`src/design/cer_pkg.sv`:
```
/*
 Constants, codes and helpers shared by the emergency reporter.
 Assumes a single 250 MHz system clock.
*/
package cer_pkg;

	// Timing
	localparam int unsigned CLK_PERIOD_NS = 4;
	localparam int unsigned MS_NS         = 1_000_000;
	localparam int unsigned CYC_PER_MS    = (MS_NS + CLK_PERIOD_NS - 1) / CLK_PERIOD_NS;

	// Frame queue shape and counter widths
	localparam int unsigned FRAME_W     = 64;
	localparam int unsigned QUEUE_DEPTH = 4;
	localparam int unsigned QPTR_W      = 2;
	localparam int unsigned ALM_CNT_W   = 8;
	localparam int unsigned LIMIT_W     = 24;

	// Emergency error codes
	localparam logic [15:0] EMCY_ALM_FIRST = 16'hff01;
	localparam logic [15:0] EMCY_ALM_OUT   = 16'hff02;
	localparam logic [15:0] EMCY_ALM_MORE  = 16'hff03;
	localparam logic [15:0] EMCY_ALL_CLEAR = 16'h0000;
	localparam logic [15:0] EMCY_CAN_OVF   = 16'h8110;
	localparam logic [15:0] EMCY_PASSIVE   = 16'h8120;
	localparam logic [15:0] EMCY_GUARD     = 16'h8130;

	// Error register values
	localparam logic [7:0] ERRREG_ALARM = 8'h81;
	localparam logic [7:0] ERRREG_CLEAR = 8'h00;
	localparam logic [7:0] ERRREG_COMM  = 8'h11;

	// Module index byte values for controller overflows
	localparam logic [7:0] MOD_RX_OVF = 8'h01;
	localparam logic [7:0] MOD_TX_OVF = 8'h02;
	localparam logic [7:0] MOD_NONE   = 8'h00;

	// Internal safety-bus error codes
	localparam logic [15:0] SB_RX_OVF    = 16'h4501;
	localparam logic [15:0] SB_PASSIVE   = 16'h4503;
	localparam logic [15:0] SB_BUS_OFF   = 16'h4504;
	localparam logic [15:0] SB_TX_OVF    = 16'h4506;
	localparam logic [15:0] SB_INIT_FAIL = 16'hc507;
	localparam logic [15:0] SB_CABLE     = 16'h4508;

	// Fault pending bit positions, lowest served first
	localparam int unsigned F_INIT     = 0;
	localparam int unsigned F_BUS_OFF  = 1;
	localparam int unsigned F_RX_OVF   = 2;
	localparam int unsigned F_TX_OVF   = 3;
	localparam int unsigned F_PASSIVE  = 4;
	localparam int unsigned F_LIFE     = 5;
	localparam int unsigned F_HBEAT    = 6;
	localparam int unsigned NUM_FAULTS = 7;

	typedef enum logic [1:0] {
		CER_ST_FREE = 2'b01,
		CER_ST_ERR  = 2'b10
	} cer_state_t;

	// Byte 0 code low, byte 1 code high, byte 2 error register, bytes 3..7 module bytes
	function automatic logic [FRAME_W-1:0] cer_frame(
		input logic [15:0] code,
		input logic [7:0]  errreg,
		input logic [7:0]  index,
		input logic [31:0] diag
	);
		cer_frame = {diag, index, errreg, code};
	endfunction : cer_frame

endpackage : cer_pkg

```
`src/design/cer_frame_mem.sv`:
```
/*
 Small dual-port memory holding queued emergency frames.
 Read data are registered: valid one cycle after i_rd_en.
*/
`timescale 1ns/1ps
`default_nettype none

module cer_frame_mem #(
	parameter int unsigned WIDTH  = 64,
	parameter int unsigned DEPTH  = 4,
	parameter int unsigned ADDR_W = 2
) (
	input  wire logic              i_clk,
	input  wire logic              i_wr_en,
	input  wire logic [ADDR_W-1:0] i_wr_addr,
	input  wire logic [WIDTH-1:0]  i_wr_data,
	input  wire logic              i_rd_en,
	input  wire logic [ADDR_W-1:0] i_rd_addr,
	output var  logic [WIDTH-1:0]  o_rd_data
);

	logic [WIDTH-1:0] mem_r [DEPTH];

	always_ff @(posedge i_clk) begin
		if (i_wr_en) begin
			mem_r[i_wr_addr] <= i_wr_data;
		end
	end

	always_ff @(posedge i_clk) begin
		if (i_rd_en) begin
			o_rd_data <= mem_r[i_rd_addr];
		end
	end

endmodule : cer_frame_mem

`default_nettype wire

```
`src/design/cer_watchdog.sv`:
```
/*
 Millisecond watchdog for guarding and heartbeat supervision.
 Assumes i_tick pulses once per millisecond.
*/
`timescale 1ns/1ps
`default_nettype none

module cer_watchdog #(
	parameter int unsigned LIMIT_W = 24
) (
	input  wire logic               i_clk,
	input  wire logic               i_nrst,
	input  wire logic               i_tick,
	input  wire logic [LIMIT_W-1:0] i_limit,
	input  wire logic               i_kick,
	input  wire logic               i_stop,
	output var  logic               o_expire
);

	logic               armed_r;
	logic [LIMIT_W-1:0] cnt_r;
	logic               hit;

	// Armed only by a kick and disarmed again on expiry, so an idle link never expires
	assign hit = armed_r && i_tick && !i_kick && (cnt_r + LIMIT_W'(1) >= i_limit);

	always_ff @(posedge i_clk) begin
		if (!i_nrst || i_stop || i_limit == '0) begin
			armed_r <= 1'b0;
		end else if (i_kick) begin
			armed_r <= 1'b1;
		end else if (hit) begin
			armed_r <= 1'b0;
		end
	end

	always_ff @(posedge i_clk) begin
		if (!i_nrst || i_kick || !armed_r) begin
			cnt_r <= '0;
		end else if (i_tick) begin
			cnt_r <= cnt_r + LIMIT_W'(1);
		end
	end

	always_ff @(posedge i_clk) begin
		if (!i_nrst) begin
			o_expire <= 1'b0;
		end else begin
			o_expire <= hit && !i_stop && i_limit != '0;
		end
	end

endmodule : cer_watchdog

`default_nettype wire

```
`src/design/cer_reporter.sv`:
```
/*
 Emergency reporter: emergency state, fault mapping, frame queue.
 Assumes fault inputs are one-cycle pulses synchronous to i_clk and
 that the consumer holds i_emcy_ready as a plain level.
*/
`timescale 1ns/1ps
`default_nettype none

module cer_reporter
	import cer_pkg::*;
#(
	parameter int unsigned P_CYC_PER_MS = cer_pkg::CYC_PER_MS,
	parameter int unsigned P_DEPTH      = cer_pkg::QUEUE_DEPTH
) (
	input  wire logic                        i_clk,
	input  wire logic                        i_nrst,
	// Module alarms
	input  wire logic                        i_alm_valid,
	input  wire logic                        i_alm_incoming,
	input  wire logic [7:0]                  i_module_index_byte,
	input  wire logic [31:0]                 i_module_diagnostic_bytes,
	output var  logic                        o_alm_ready,
	// Controller faults
	input  wire logic                        i_rx_overflow,
	input  wire logic                        i_err_passive,
	input  wire logic                        i_bus_off,
	input  wire logic                        i_tx_overflow,
	input  wire logic                        i_init_fail,
	// Guarding supervision
	input  wire logic [15:0]                 i_guard_time_ms,
	input  wire logic [7:0]                  i_life_factor,
	input  wire logic                        i_guard_request,
	input  wire logic [15:0]                 i_hb_consumer_ms,
	input  wire logic                        i_hb_received,
	input  wire logic                        i_reset_comm,
	// Emergency frames
	output var  logic                        o_emcy_valid,
	output var  logic [cer_pkg::FRAME_W-1:0] o_emcy_data,
	input  wire logic                        i_emcy_ready,
	// Safety-bus errors, history, status
	output var  logic                        o_sb_err_valid,
	output var  logic [15:0]                 o_sb_err_code,
	output var  logic                        o_error_history_object_valid,
	output var  logic [31:0]                 o_error_history_object_data,
	output var  logic                        o_proc_in_clear,
	output var  logic                        o_errors_present
);

	localparam int unsigned TICK_W = $clog2(P_CYC_PER_MS + 1);
	localparam logic [QPTR_W:0] DEPTH_C = (QPTR_W + 1)'(P_DEPTH);

	cer_state_t           state_r;
	cer_state_t           state_nxt;
	logic [ALM_CNT_W-1:0] alm_cnt_r;
	logic [ALM_CNT_W-1:0] alm_cnt_nxt;
	logic [NUM_FAULTS-1:0] pend_r;
	logic [NUM_FAULTS-1:0] raise;
	logic [NUM_FAULTS-1:0] served;
	logic                 buf_valid_r;
	logic                 buf_incoming_r;
	logic [7:0]           buf_index_r;
	logic [31:0]          buf_diag_r;
	logic                 accept;
	logic                 alm_take;
	logic                 go;
	logic                 push;
	logic [FRAME_W-1:0]   push_frame;
	logic                 sb_nxt;
	logic [15:0]          sb_code_nxt;
	logic                 hist_nxt;
	logic                 clr_nxt;
	logic [TICK_W-1:0]    tick_cnt_r;
	logic                 tick_r;
	logic                 life_expire;
	logic                 hb_expire;
	logic [LIMIT_W-1:0]   life_limit;
	logic [QPTR_W-1:0]    wr_ptr_r;
	logic [QPTR_W-1:0]    rd_ptr_r;
	logic [QPTR_W:0]      q_cnt_r;
	logic                 pop;
	logic                 pop_pend_r;
	logic [FRAME_W-1:0]   mem_rd_data;

	// Millisecond tick for both watchdogs
	always_ff @(posedge i_clk) begin
		if (!i_nrst || tick_r) begin
			tick_cnt_r <= '0;
		end else begin
			tick_cnt_r <= tick_cnt_r + TICK_W'(1);
		end
	end

	always_ff @(posedge i_clk) begin
		if (!i_nrst) begin
			tick_r <= 1'b0;
		end else begin
			tick_r <= (tick_cnt_r == TICK_W'(P_CYC_PER_MS - 2));
		end
	end

	assign life_limit = LIMIT_W'(i_guard_time_ms) * LIMIT_W'(i_life_factor);

	cer_watchdog #(.LIMIT_W(LIMIT_W)) u_life (
		.i_clk    (i_clk),
		.i_nrst   (i_nrst),
		.i_tick   (tick_r),
		.i_limit  (life_limit),
		.i_kick   (i_guard_request),
		.i_stop   (i_reset_comm),
		.o_expire (life_expire)
	);

	cer_watchdog #(.LIMIT_W(LIMIT_W)) u_hbeat (
		.i_clk    (i_clk),
		.i_nrst   (i_nrst),
		.i_tick   (tick_r),
		.i_limit  ({8'h00, i_hb_consumer_ms}),
		.i_kick   (i_hb_received),
		.i_stop   (i_reset_comm),
		.o_expire (hb_expire)
	);

	// Fault latches; a new pulse wins over the clear of the same bit
	always_comb begin
		raise = '0;
		raise[F_INIT]    = i_init_fail;
		raise[F_BUS_OFF] = i_bus_off;
		raise[F_RX_OVF]  = i_rx_overflow;
		raise[F_TX_OVF]  = i_tx_overflow;
		raise[F_PASSIVE] = i_err_passive;
		raise[F_LIFE]    = life_expire;
		raise[F_HBEAT]   = hb_expire;
	end

	// Events stall while the queue is full rather than drop frames
	assign go       = (q_cnt_r != DEPTH_C);
	assign served   = go ? (pend_r & (~pend_r + NUM_FAULTS'(1))) : '0;
	assign alm_take = go && (pend_r == '0) && buf_valid_r;
	assign accept   = i_alm_valid && o_alm_ready;

	always_ff @(posedge i_clk) begin
		if (!i_nrst) begin
			pend_r <= '0;
		end else begin
			pend_r <= (pend_r & ~served) | raise;
		end
	end

	// One-entry alarm holding stage keeps o_alm_ready registered
	always_ff @(posedge i_clk) begin
		if (!i_nrst) begin
			buf_valid_r <= 1'b0;
			o_alm_ready <= 1'b0;
		end else begin
			buf_valid_r <= (buf_valid_r && !alm_take) || accept;
			o_alm_ready <= !((buf_valid_r && !alm_take) || accept);
		end
	end

	always_ff @(posedge i_clk) begin
		if (accept) begin
			buf_incoming_r <= i_alm_incoming;
			buf_index_r    <= i_module_index_byte;
			buf_diag_r     <= i_module_diagnostic_bytes;
		end
	end

	// Event decode: one fault or one alarm per cycle
	always_comb begin
		state_nxt   = state_r;
		alm_cnt_nxt = alm_cnt_r;
		push        = 1'b0;
		push_frame  = '0;
		sb_nxt      = 1'b0;
		sb_code_nxt = '0;
		hist_nxt    = 1'b0;
		clr_nxt     = 1'b0;
		if (served[F_INIT]) begin
			sb_nxt      = 1'b1;
			sb_code_nxt = SB_INIT_FAIL;
		end else if (served[F_BUS_OFF]) begin
			sb_nxt      = 1'b1;
			sb_code_nxt = SB_BUS_OFF;
		end else if (served[F_RX_OVF]) begin
			sb_nxt      = 1'b1;
			sb_code_nxt = SB_RX_OVF;
			push        = 1'b1;
			push_frame  = cer_frame(EMCY_CAN_OVF, ERRREG_COMM, MOD_RX_OVF, '0);
		end else if (served[F_TX_OVF]) begin
			sb_nxt      = 1'b1;
			sb_code_nxt = SB_TX_OVF;
			push        = 1'b1;
			push_frame  = cer_frame(EMCY_CAN_OVF, ERRREG_COMM, MOD_TX_OVF, '0);
		end else if (served[F_PASSIVE]) begin
			sb_nxt      = 1'b1;
			sb_code_nxt = SB_PASSIVE;
			push        = 1'b1;
			push_frame  = cer_frame(EMCY_PASSIVE, ERRREG_COMM, MOD_NONE, '0);
		end else if (served[F_LIFE] || served[F_HBEAT]) begin
			sb_nxt      = 1'b1;
			sb_code_nxt = SB_CABLE;
			push        = 1'b1;
			push_frame  = cer_frame(EMCY_GUARD, ERRREG_COMM, MOD_NONE, '0);
			clr_nxt     = served[F_HBEAT];
		end else if (alm_take) begin
			if (buf_incoming_r) begin
				push      = 1'b1;
				hist_nxt  = 1'b1;
				state_nxt = CER_ST_ERR;
				if (alm_cnt_r != '1) begin
					alm_cnt_nxt = alm_cnt_r + ALM_CNT_W'(1);
				end
				if (alm_cnt_r == '0) begin
					push_frame = cer_frame(EMCY_ALM_FIRST, ERRREG_ALARM, buf_index_r,
						buf_diag_r);
				end else begin
					push_frame = cer_frame(EMCY_ALM_MORE, ERRREG_ALARM, buf_index_r,
						buf_diag_r);
				end
			end else if (alm_cnt_r > 8'h01) begin
				push        = 1'b1;
				hist_nxt    = 1'b1;
				alm_cnt_nxt = alm_cnt_r - ALM_CNT_W'(1);
				push_frame  = cer_frame(EMCY_ALM_OUT, ERRREG_ALARM, buf_index_r, buf_diag_r);
			end else if (alm_cnt_r == 8'h01) begin
				push        = 1'b1;
				alm_cnt_nxt = '0;
				state_nxt   = CER_ST_FREE;
				push_frame  = cer_frame(EMCY_ALL_CLEAR, ERRREG_CLEAR, MOD_NONE, '0);
			end
		end
	end

	always_ff @(posedge i_clk) begin
		if (!i_nrst) begin
			state_r   <= CER_ST_FREE;
			alm_cnt_r <= '0;
		end else begin
			state_r   <= state_nxt;
			alm_cnt_r <= alm_cnt_nxt;
		end
	end

	always_ff @(posedge i_clk) begin
		if (!i_nrst) begin
			o_sb_err_valid               <= 1'b0;
			o_sb_err_code                <= '0;
			o_error_history_object_valid <= 1'b0;
			o_error_history_object_data  <= '0;
			o_proc_in_clear              <= 1'b0;
			o_errors_present             <= 1'b0;
		end else begin
			o_sb_err_valid               <= sb_nxt;
			o_sb_err_code                <= sb_code_nxt;
			o_error_history_object_valid <= hist_nxt;
			o_error_history_object_data  <= hist_nxt ? buf_diag_r : '0;
			o_proc_in_clear              <= clr_nxt;
			o_errors_present             <= (state_nxt == CER_ST_ERR);
		end
	end

	// Frame queue; pop needs one cycle for the registered memory read
	assign pop = (q_cnt_r != '0) && !pop_pend_r && (!o_emcy_valid || i_emcy_ready);

	cer_frame_mem #(
		.WIDTH  (FRAME_W),
		.DEPTH  (P_DEPTH),
		.ADDR_W (QPTR_W)
	) u_mem (
		.i_clk     (i_clk),
		.i_wr_en   (push),
		.i_wr_addr (wr_ptr_r),
		.i_wr_data (push_frame),
		.i_rd_en   (pop),
		.i_rd_addr (rd_ptr_r),
		.o_rd_data (mem_rd_data)
	);

	always_ff @(posedge i_clk) begin
		if (!i_nrst) begin
			wr_ptr_r   <= '0;
			rd_ptr_r   <= '0;
			q_cnt_r    <= '0;
			pop_pend_r <= 1'b0;
		end else begin
			wr_ptr_r   <= wr_ptr_r + QPTR_W'(push);
			rd_ptr_r   <= rd_ptr_r + QPTR_W'(pop);
			q_cnt_r    <= q_cnt_r + (QPTR_W + 1)'(push) - (QPTR_W + 1)'(pop);
			pop_pend_r <= pop;
		end
	end

	always_ff @(posedge i_clk) begin
		if (!i_nrst) begin
			o_emcy_valid <= 1'b0;
			o_emcy_data  <= '0;
		end else if (pop_pend_r) begin
			o_emcy_valid <= 1'b1;
			o_emcy_data  <= mem_rd_data;
		end else if (i_emcy_ready) begin
			o_emcy_valid <= 1'b0;
		end
	end

endmodule : cer_reporter

`default_nettype wire

```
`config.mk`:
```
export PLATFORM = sky130hd
export DESIGN_NAME = cer_reporter
export DESIGN_NICKNAME = d
export VERILOG_FILES = /design/src/design/cer_pkg.sv /design/src/design/cer_frame_mem.sv /design/src/design/cer_watchdog.sv /design/src/design/cer_reporter.sv
export SDC_FILE = /design/constraint.sdc
export NUM_CORES = 1
export LEC_CHECK = 0
export BUFFER_PORTS_ARGS = -buffer_cell sky130_fd_sc_hd__buf_2
export CELL_PAD_IN_SITES_DETAIL_PLACEMENT = 1
export CELL_PAD_IN_SITES_GLOBAL_PLACEMENT = 1
export CORE_ASPECT_RATIO = 0.7
export CORE_UTILIZATION = 47
export CTS_CLUSTER_DIAMETER = 30
export DETAILED_ROUTE_END_ITERATION = 16
export PLACE_DENSITY_LB_ADDON = 0.12
export SLEW_MARGIN = 10
export SYNTH_ARGS = -nofsm -noshare
export SYNTH_HDL_FRONTEND = slang
export SYNTH_HIERARCHICAL = 1
export SYNTH_SLANG_ARGS = --single-unit
```
`constraint.sdc`:
```
create_clock -name i_clk -period 7.9 [get_ports i_clk]
set_clock_uncertainty 0.1 [all_clocks]
set_input_delay 0.395 -clock i_clk [delete_from_list [all_inputs] [get_ports i_clk]]
set_output_delay 0.395 -clock i_clk [all_outputs]
set_load 0.05 [all_outputs]
```
; After elaboration in Yosys (flattened, before gate mapping)
; Memories as Yosys holds them, arrays and structs flattened. A register that Yosys moved wholly into a read port is not among the register bits.
; Cells that the tools add are included.
; Widths: inputs -> output; s select.
[word_totals]
ram_bits = 256
mem_bits_ro = 0
input_bits = 93
latchBits = 0
elab_cells = 178
memories = 1
regBits = 256
[memory_table]
columns = name, depth, word_bits, rd, rd_ports_with_merged_regs, write_ports, line_no
row1 = u_mem.mem_r, 4, 64, 1, 1, 1, cer_frame_mem.sv:22  ; logic [WIDTH-1:0] mem_r [DEPTH];
[op_classes]
magnitude_cmp = 3
n_mux = 64
reduce_logical = 52
shift = 0
n_div = 0
n_mul = 1
eq_ne = 6
n_bitwise = 12
addsub = 10
[op_table]
columns = cell, count
row1 = $mux 64, 9
row2 = $mux 15, 5
row3 = $add 24x1->24 const B, 2
row4 = $logic_not 24->1, 2
row5 = $reduce_bool 24->1, 2
row6 = $mux 1, 33
row7 = $mux 8, 4
row8 = $ge 24x16->1, 1
row9 = $ge 24x24->1, 1
row10 = $mul 16x8->24, 1
row11 = $mux 2, 11
row12 = $add 18x1->18 const B, 1
row13 = $eq 18x18->1 const B, 1
row14 = $logic_and 1x1->1, 16
row15 = $mux 16, 1
row16 = $and 7x7->7, 2
row17 = $not 7->7, 2
row18 = $logic_or 1x1->1, 11
row19 = $logic_not 1->1, 10
row20 = $reduce_and 9->1, 1
row21 = $add 8x1->8 const B, 1
row22 = $eq 8x1->1 const B, 1
row23 = $gt 8x1->1 const B, 1
row24 = $logic_not 8->1, 1
row25 = other kinds (18), 28

; Longest topological paths before layout
[logic_depth]
depth_word = 13
ltp_mapped = 24
depth_no_buf = 22

; Modules after synthesis
; Netlist, hierarchy kept.
[modules_own_cells]
columns = mod, seq_area_each_um2, instances, cells_each, area_per_inst_um2
row1 = cer_reporter, 4294.1, 1, 1225, 11711.2
row2 = cer_frame_mem, 9609.2, 1, 402, 11263.3
row3 = cer_watchdog at u_hbeat, 520.5, 1, 276, 2169.6
row4 = cer_watchdog at u_life, 520.5, 1, 265, 2098.3

; Least setup slack after synthesis
; OpenSTA, ideal clock, no wires.
[synth_timing]
path_kind = register to register
from = reg pend_r[0]
to = mem u_mem.mem_r[0][0] (enable)
setup_time_ps = 578
t_arrival_ps = 6592
stages_incl_launch_ff = 8
slack_ps = 630
path_cell_list = dfxtp_1 buf_6 or2_4 or4_4 buf_6 or3_1 nand2_1 nor3b_1
[synth_between]
elab_chain_len = 13
word_cells_on_any_way = 17
classes_between = add/sub (1) / mux (10) / bitwise (2) / reduce/logical (4)
[synth_rtl]
columns = element, line_no
row1 = from (decl), cer_reporter.sv:56  ; logic [NUM_FAULTS-1:0] pend_r;
row2 = from (signal assigned), cer_reporter.sv:145  ; pend_r <= (pend_r & ~served) | raise;
row3 = $not 7->7, cer_reporter.sv:137  ; assign served = go ? (pend_r & (~pend_r + NUM_FAULTS'(1))) : '0;
row4 = $add 7x1->7, cer_reporter.sv:137
row5 = $and 7x7->7, cer_reporter.sv:137
row6 = $mux 7, cer_reporter.sv:137
row7 = $logic_or 1x1->1, cer_reporter.sv:199  ; end else if (served[F_LIFE] || served[F_HBEAT]) begin
row8 = $mux 1, cer_reporter.sv:199
row9 = $mux 1, cer_reporter.sv:194  ; end else if (served[F_PASSIVE]) begin
row10 = $mux 1, cer_reporter.sv:189  ; end else if (served[F_TX_OVF]) begin
row11 = $mux 1, cer_reporter.sv:184  ; end else if (served[F_RX_OVF]) begin
row12 = $mux 1, cer_reporter.sv:181  ; end else if (served[F_BUS_OFF]) begin
row13 = $mux 1 (*), cer_reporter.sv:178  ; if (served[F_INIT]) begin
row14 = net push, cer_reporter.sv:66  ; logic push;
row15 = $mux 1 (*), cer_frame_mem.sv:25  ; if (i_wr_en) begin
row16 = $mux 1 (not written as such) (*), cer_frame_mem.sv:26  ; mem_r[i_wr_addr] <= i_wr_data;
row17 = to (decl), cer_frame_mem.sv:22
; Mark *: on every way through the listed nets, which the timed path passes. The rest lies on a longest branch.

; Worst setup path in the final report
[layout_timing]
from = in i_life_factor[6]
to = reg u_life.o_expire
[layout_between]
elab_chain_len = 5
word_cells_on_any_way = 6
classes_between = mul (1) / order compare (1) / reduce/logical (4)
[layout_rtl]
columns = element, line_no
row1 = from (decl), cer_reporter.sv:31  ; input wire logic [7:0] i_life_factor,
row2 = $mul 16x8->24 (*), cer_reporter.sv:101  ; assign life_limit = LIMIT_W'(i_guard_time_ms) * LIMIT_W'(i_life_factor);
row3 = net life_limit[21], cer_reporter.sv:76  ; logic [LIMIT_W-1:0] life_limit;
row4 = $ge 24x24->1, cer_watchdog.sv:25  ; assign hit = armed_r && i_tick && !i_kick && (cnt_r + LIMIT_W'(1) >= i_limit);
row5 = $logic_and 1x1->1, cer_watchdog.sv:25
row6 = $logic_and 1x1->1, cer_watchdog.sv:49  ; o_expire <= hit && !i_stop && i_limit != '0;
row7 = $logic_and 1x1->1 (*), cer_watchdog.sv:49
row8 = to (signal assigned), cer_watchdog.sv:47  ; o_expire <= 1'b0;
row9 = to (signal assigned), cer_watchdog.sv:49
row10 = to (decl), cer_watchdog.sv:17  ; output var logic o_expire
; Marked as above.
; A chain may end at the register's enable or synchronous reset.

==> reports/qor.csv <==
stage,metric,value,unit
run,Max Cap Viol,0,
timing,final hold violation count,0,
cts,Max Buffers Root-to-Sink,3,
cts,TritonCTS buffer count,96,
yosys,sequential area share after synthesis,0.5486,
critical_path,R2R Path End,u_hbeat/o_expire,
floorplan,Rows,73,
yosys,synth cell count leaders,"edfxtp_1, dfxtp_1, inv_1, nor2_1, and2_1",
timing,setup violators final,0,
yosys,Syn Inst Count,2168,
grt,initial antenna violation count,0,
yosys,"Distinct cells, synth",83,
cts,post-CTS setup buffer count,0,
min_path,Hold EP,u_life/o_expire,
floorplan,initial core utilization,0.4780,
timing,headroom to the max-slew limit,0.2223,
cts,"CTS clk-pin slew, worst paths",40,ps
yosys,"area leader, netlist",edfxtp_1,
yosys,Synth top area share,0.3979,
floorplan,Die Span Y,203.4,um
cts,worst-skew pair later-pin latency,650,ps
power_and_ir_drop,Gate power share,0.284,
cells_and_area,Finished Layout Cells,3326,
timing,crit path time final,6392,ps
yosys,post-synthesis adder-cell area fraction,0.1098,
place,GP Congestion,0.8771,
power_and_ir_drop,Switching Share,0.3418,
yosys,post-synthesis mux area share,0.07927,
cells_and_area,layout cells sized above 1,0.1868,
power_and_ir_drop,Cell Pwr Density,350.7,nW/um^2
drt,DRC,0,
floorplan,num ports,211,
yosys,Yosys reg bits,566,
grt,number of global-route vias before repair,19791,
yosys,Post-synth ARST share,0,
grt,gr usage total,0.2476,
place,Buffers on Ports,202,
min_path,hold path depth,3,
yosys,top cells by area in the synthesized netlist,"edfxtp_1, dfxtp_1, fa_1",
power_and_ir_drop,Clock power frac,0.369,
yosys,combinational family with the most area after synthesis,simple AND/OR/NAND/NOR gates,
critical_path,"Arr. time, crit path",6790,ps
critical_path,worst r2r path cells,11,
drt,ANT nets after route,0,
yosys,post-synthesis compound-gate area fraction,0.04437,
yosys,post-synthesis simple-gate area fraction,0.1337,
floorplan,Core Area,56990,sq um
timing,Final Max Slew Viols,0,
grt,total global routing overflow,0,
critical_path,CP Class,primary input to flop,
drt,Vias,18018,
critical_path,Reg2Reg Setup Slack,3830,ps
yosys,area of the mapped netlist,27240,sq um
drt,Vias/cell,5.417,
cells_and_area,Layout area overhead,20.53,%
critical_path,crit path capture type,flop,
critical_path,Max Fanout on Critical Path,16,
timing,worst-margin pin slew,1167,ps
place,post-detail-place hpwl,46.44,mm
place,DP Cell Count,3097,
timing,fmax,0.1565,GHz
critical_path,worst path required time,8300,ps
timing,Setup TNS Final,0,ps
yosys,xor/xnor share of the synthesized area,0.03697,
drt,First-pass DRT Iterations,5,
cts,CTS Root Cell,clkbuf_16,
min_path,worst hold start,i_guard_request,
critical_path,Critical Path Source Type,primary input,
timing,Final Cycle Share,0.8091,
cts,clock sinks,566,
cts,CTS tree,yes,
status,status,completed,
timing,RSZ-0062 raised after global routing,false,
yosys,Mean Syn Cell Area,12.57,sq um
yosys,"EDFF count, synth",361,
critical_path,Critical R2R Launch,u_hbeat/cnt_r[2],
floorplan,Die Wd,289.8,um
power_and_ir_drop,Worst VDD drop,0.0002509,V
power_and_ir_drop,leakage,0.01342,uW
yosys,most frequent cell after synthesis,edfxtp_1,
power_and_ir_drop,Int Power,7580,uW
power_and_ir_drop,sequential share of power,0.346,
grt,global-route wire length before repair,111.8,mm
drt,Wirelength per Cell,21.36,um
yosys,Post-synth top flop,edfxtp_1,
grt,largest net degree at the start of global routing,68,
drt,Routed WL,71.05,mm
floorplan,die area,58940,sq um
min_path,HP Class,primary input to flop,
cts,CTS H-tree lvls,3,
drt,initial DRC count,996,
power_and_ir_drop,switching power total,3936,uW
yosys,Ys Warns,6,
cells_and_area,Nets,2773,
==> cells by family after synthesis <==
| group | after synthesis |
|---|---|
| and+or+nand+nor | 687 |
| DFF | 566 |
| buffers and inverters | 289 |
| adders and majority gates | 188 |
| AOI/OAI and AO/OA | 188 |
| muxes | 134 |
| xor gates and xnor gates | 115 |
| other | 1 |
==> worst max-delay path: stages <==
cell	delay, ps
buf_2	270
and2_1	220
fa_1	460
fa_1	540
fa_1	550
inv_1	60
fa_1	540
inv_1	50
ha_1	430
a21oi_1	420
o21ai_0	180
a21oi_1	270
nand2_1	160
o311ai_0	500
inv_1	90
ha_1	320
nand4_1	160
nor4_1	510
a221o_1	240
nor3_1	50
a2111oi_0	350
==> routing by layer <==
metal / GRT usage / wire length [um] / vias up
li1: - / - / 8295
met1: 0.3440 / 33560 / 9221
met2: 0.3915 / 32540 / 402
met3: 0.05671 / 3644 / 100
met4: 0.06432 / 1312 / 0
met5: 0 / 0 / -
==> how the worst max path moves through the flow <==
| stage | startpoint | to | slack, ps | cells after the start |
|---|---|---|---|---|
| floorplan | pend_r[0] | u_mem/mem_r[0][0] | 630 | 7 |
| global placement | i_life_factor[4] | u_life/o_expire | 1180 | 22 |
| detailed placement | i_life_factor[6] | u_life/o_expire | 1100 | 21 |
| CTS | i_life_factor[6] | u_life/o_expire | 1720 | 21 |
| global route | i_life_factor[6] | u_life/o_expire | 1140 | 21 |
| finish | i_life_factor[6] | u_life/o_expire | 1510 | 21 |
==> power groups by stage <==
stage	clock, uW	combinational (uW)	sequential [uW]
after floorplan	0	2120	4190
after global placement	0	3130	4020
after detailed placement	0	3220	4050
after CTS	4330	3260	4000
after global routing	4460	3590	4040
final	4250	3270	3990
==> per-stage QoR <==
stage               hold WS, ps  cell area, sq um  setup WS (ps)  utilization  power [uW]
finish                    78.18             32840           1508       0.5761       11520
global route              82.82             32830           1144       0.5761       12090
CTS                       45.13             32830           1721       0.5761       11590
detailed placement        349.2             29000           1097       0.5088        7263
global placement          333.9             29000           1185       0.5088        7146
floorplan                 313.0             27460          629.8            -        6310
==> timing repair <==
item | CTS | global route
endpoints found under the hold margin | 47 | 0
hold buffers | 47 | 0
resized for setup | 0 | 0
==> cell usage in the layout (no fill, tap or decap), drive strengths merged, types with 59 or more instances in the layout <==
cell,netlist,routed
inv,191,203
mux4,64,64
fa,85,85
ha,103,103
nor2,188,188
conb,1,60
clkbuf,50,104
and2,149,149
dfxtp,205,205
mux2i,68,68
a21oi,65,65
xor2,59,59
buf,48,218
nand2,95,95
edfxtp,361,361
==> cell type report <==
type	count	area [sq um]
tap	750	938.4
clock inverter	77	849.6
sequential	566	14960
timing repair buffer	265	1602
antenna	1	2.502
multi-input combinational	1372	11250
clock buffer	104	2516
inverter	191	718.2
fill	5809	24160
==> flip-flops by register name, indices dropped and copies added, names as in the netlist, 2 cells and up <==
name / count
o_sb_err_code: 6
u_hbeat/cnt_r: 24
buf_diag_r: 32
u_life/cnt_r: 24
alm_cnt_r: 8
q_cnt_r: 3
state_r: 2
u_mem/o_rd_data: 64
o_emcy_data: 64
u_mem/mem_r: 256
rd_ptr_r: 2
pend_r: 7
o_error_history_object_data: 32
buf_index_r: 8
tick_cnt_r: 18
wr_ptr_r: 2
No activity file was read; power rests on OpenSTA's default activity.
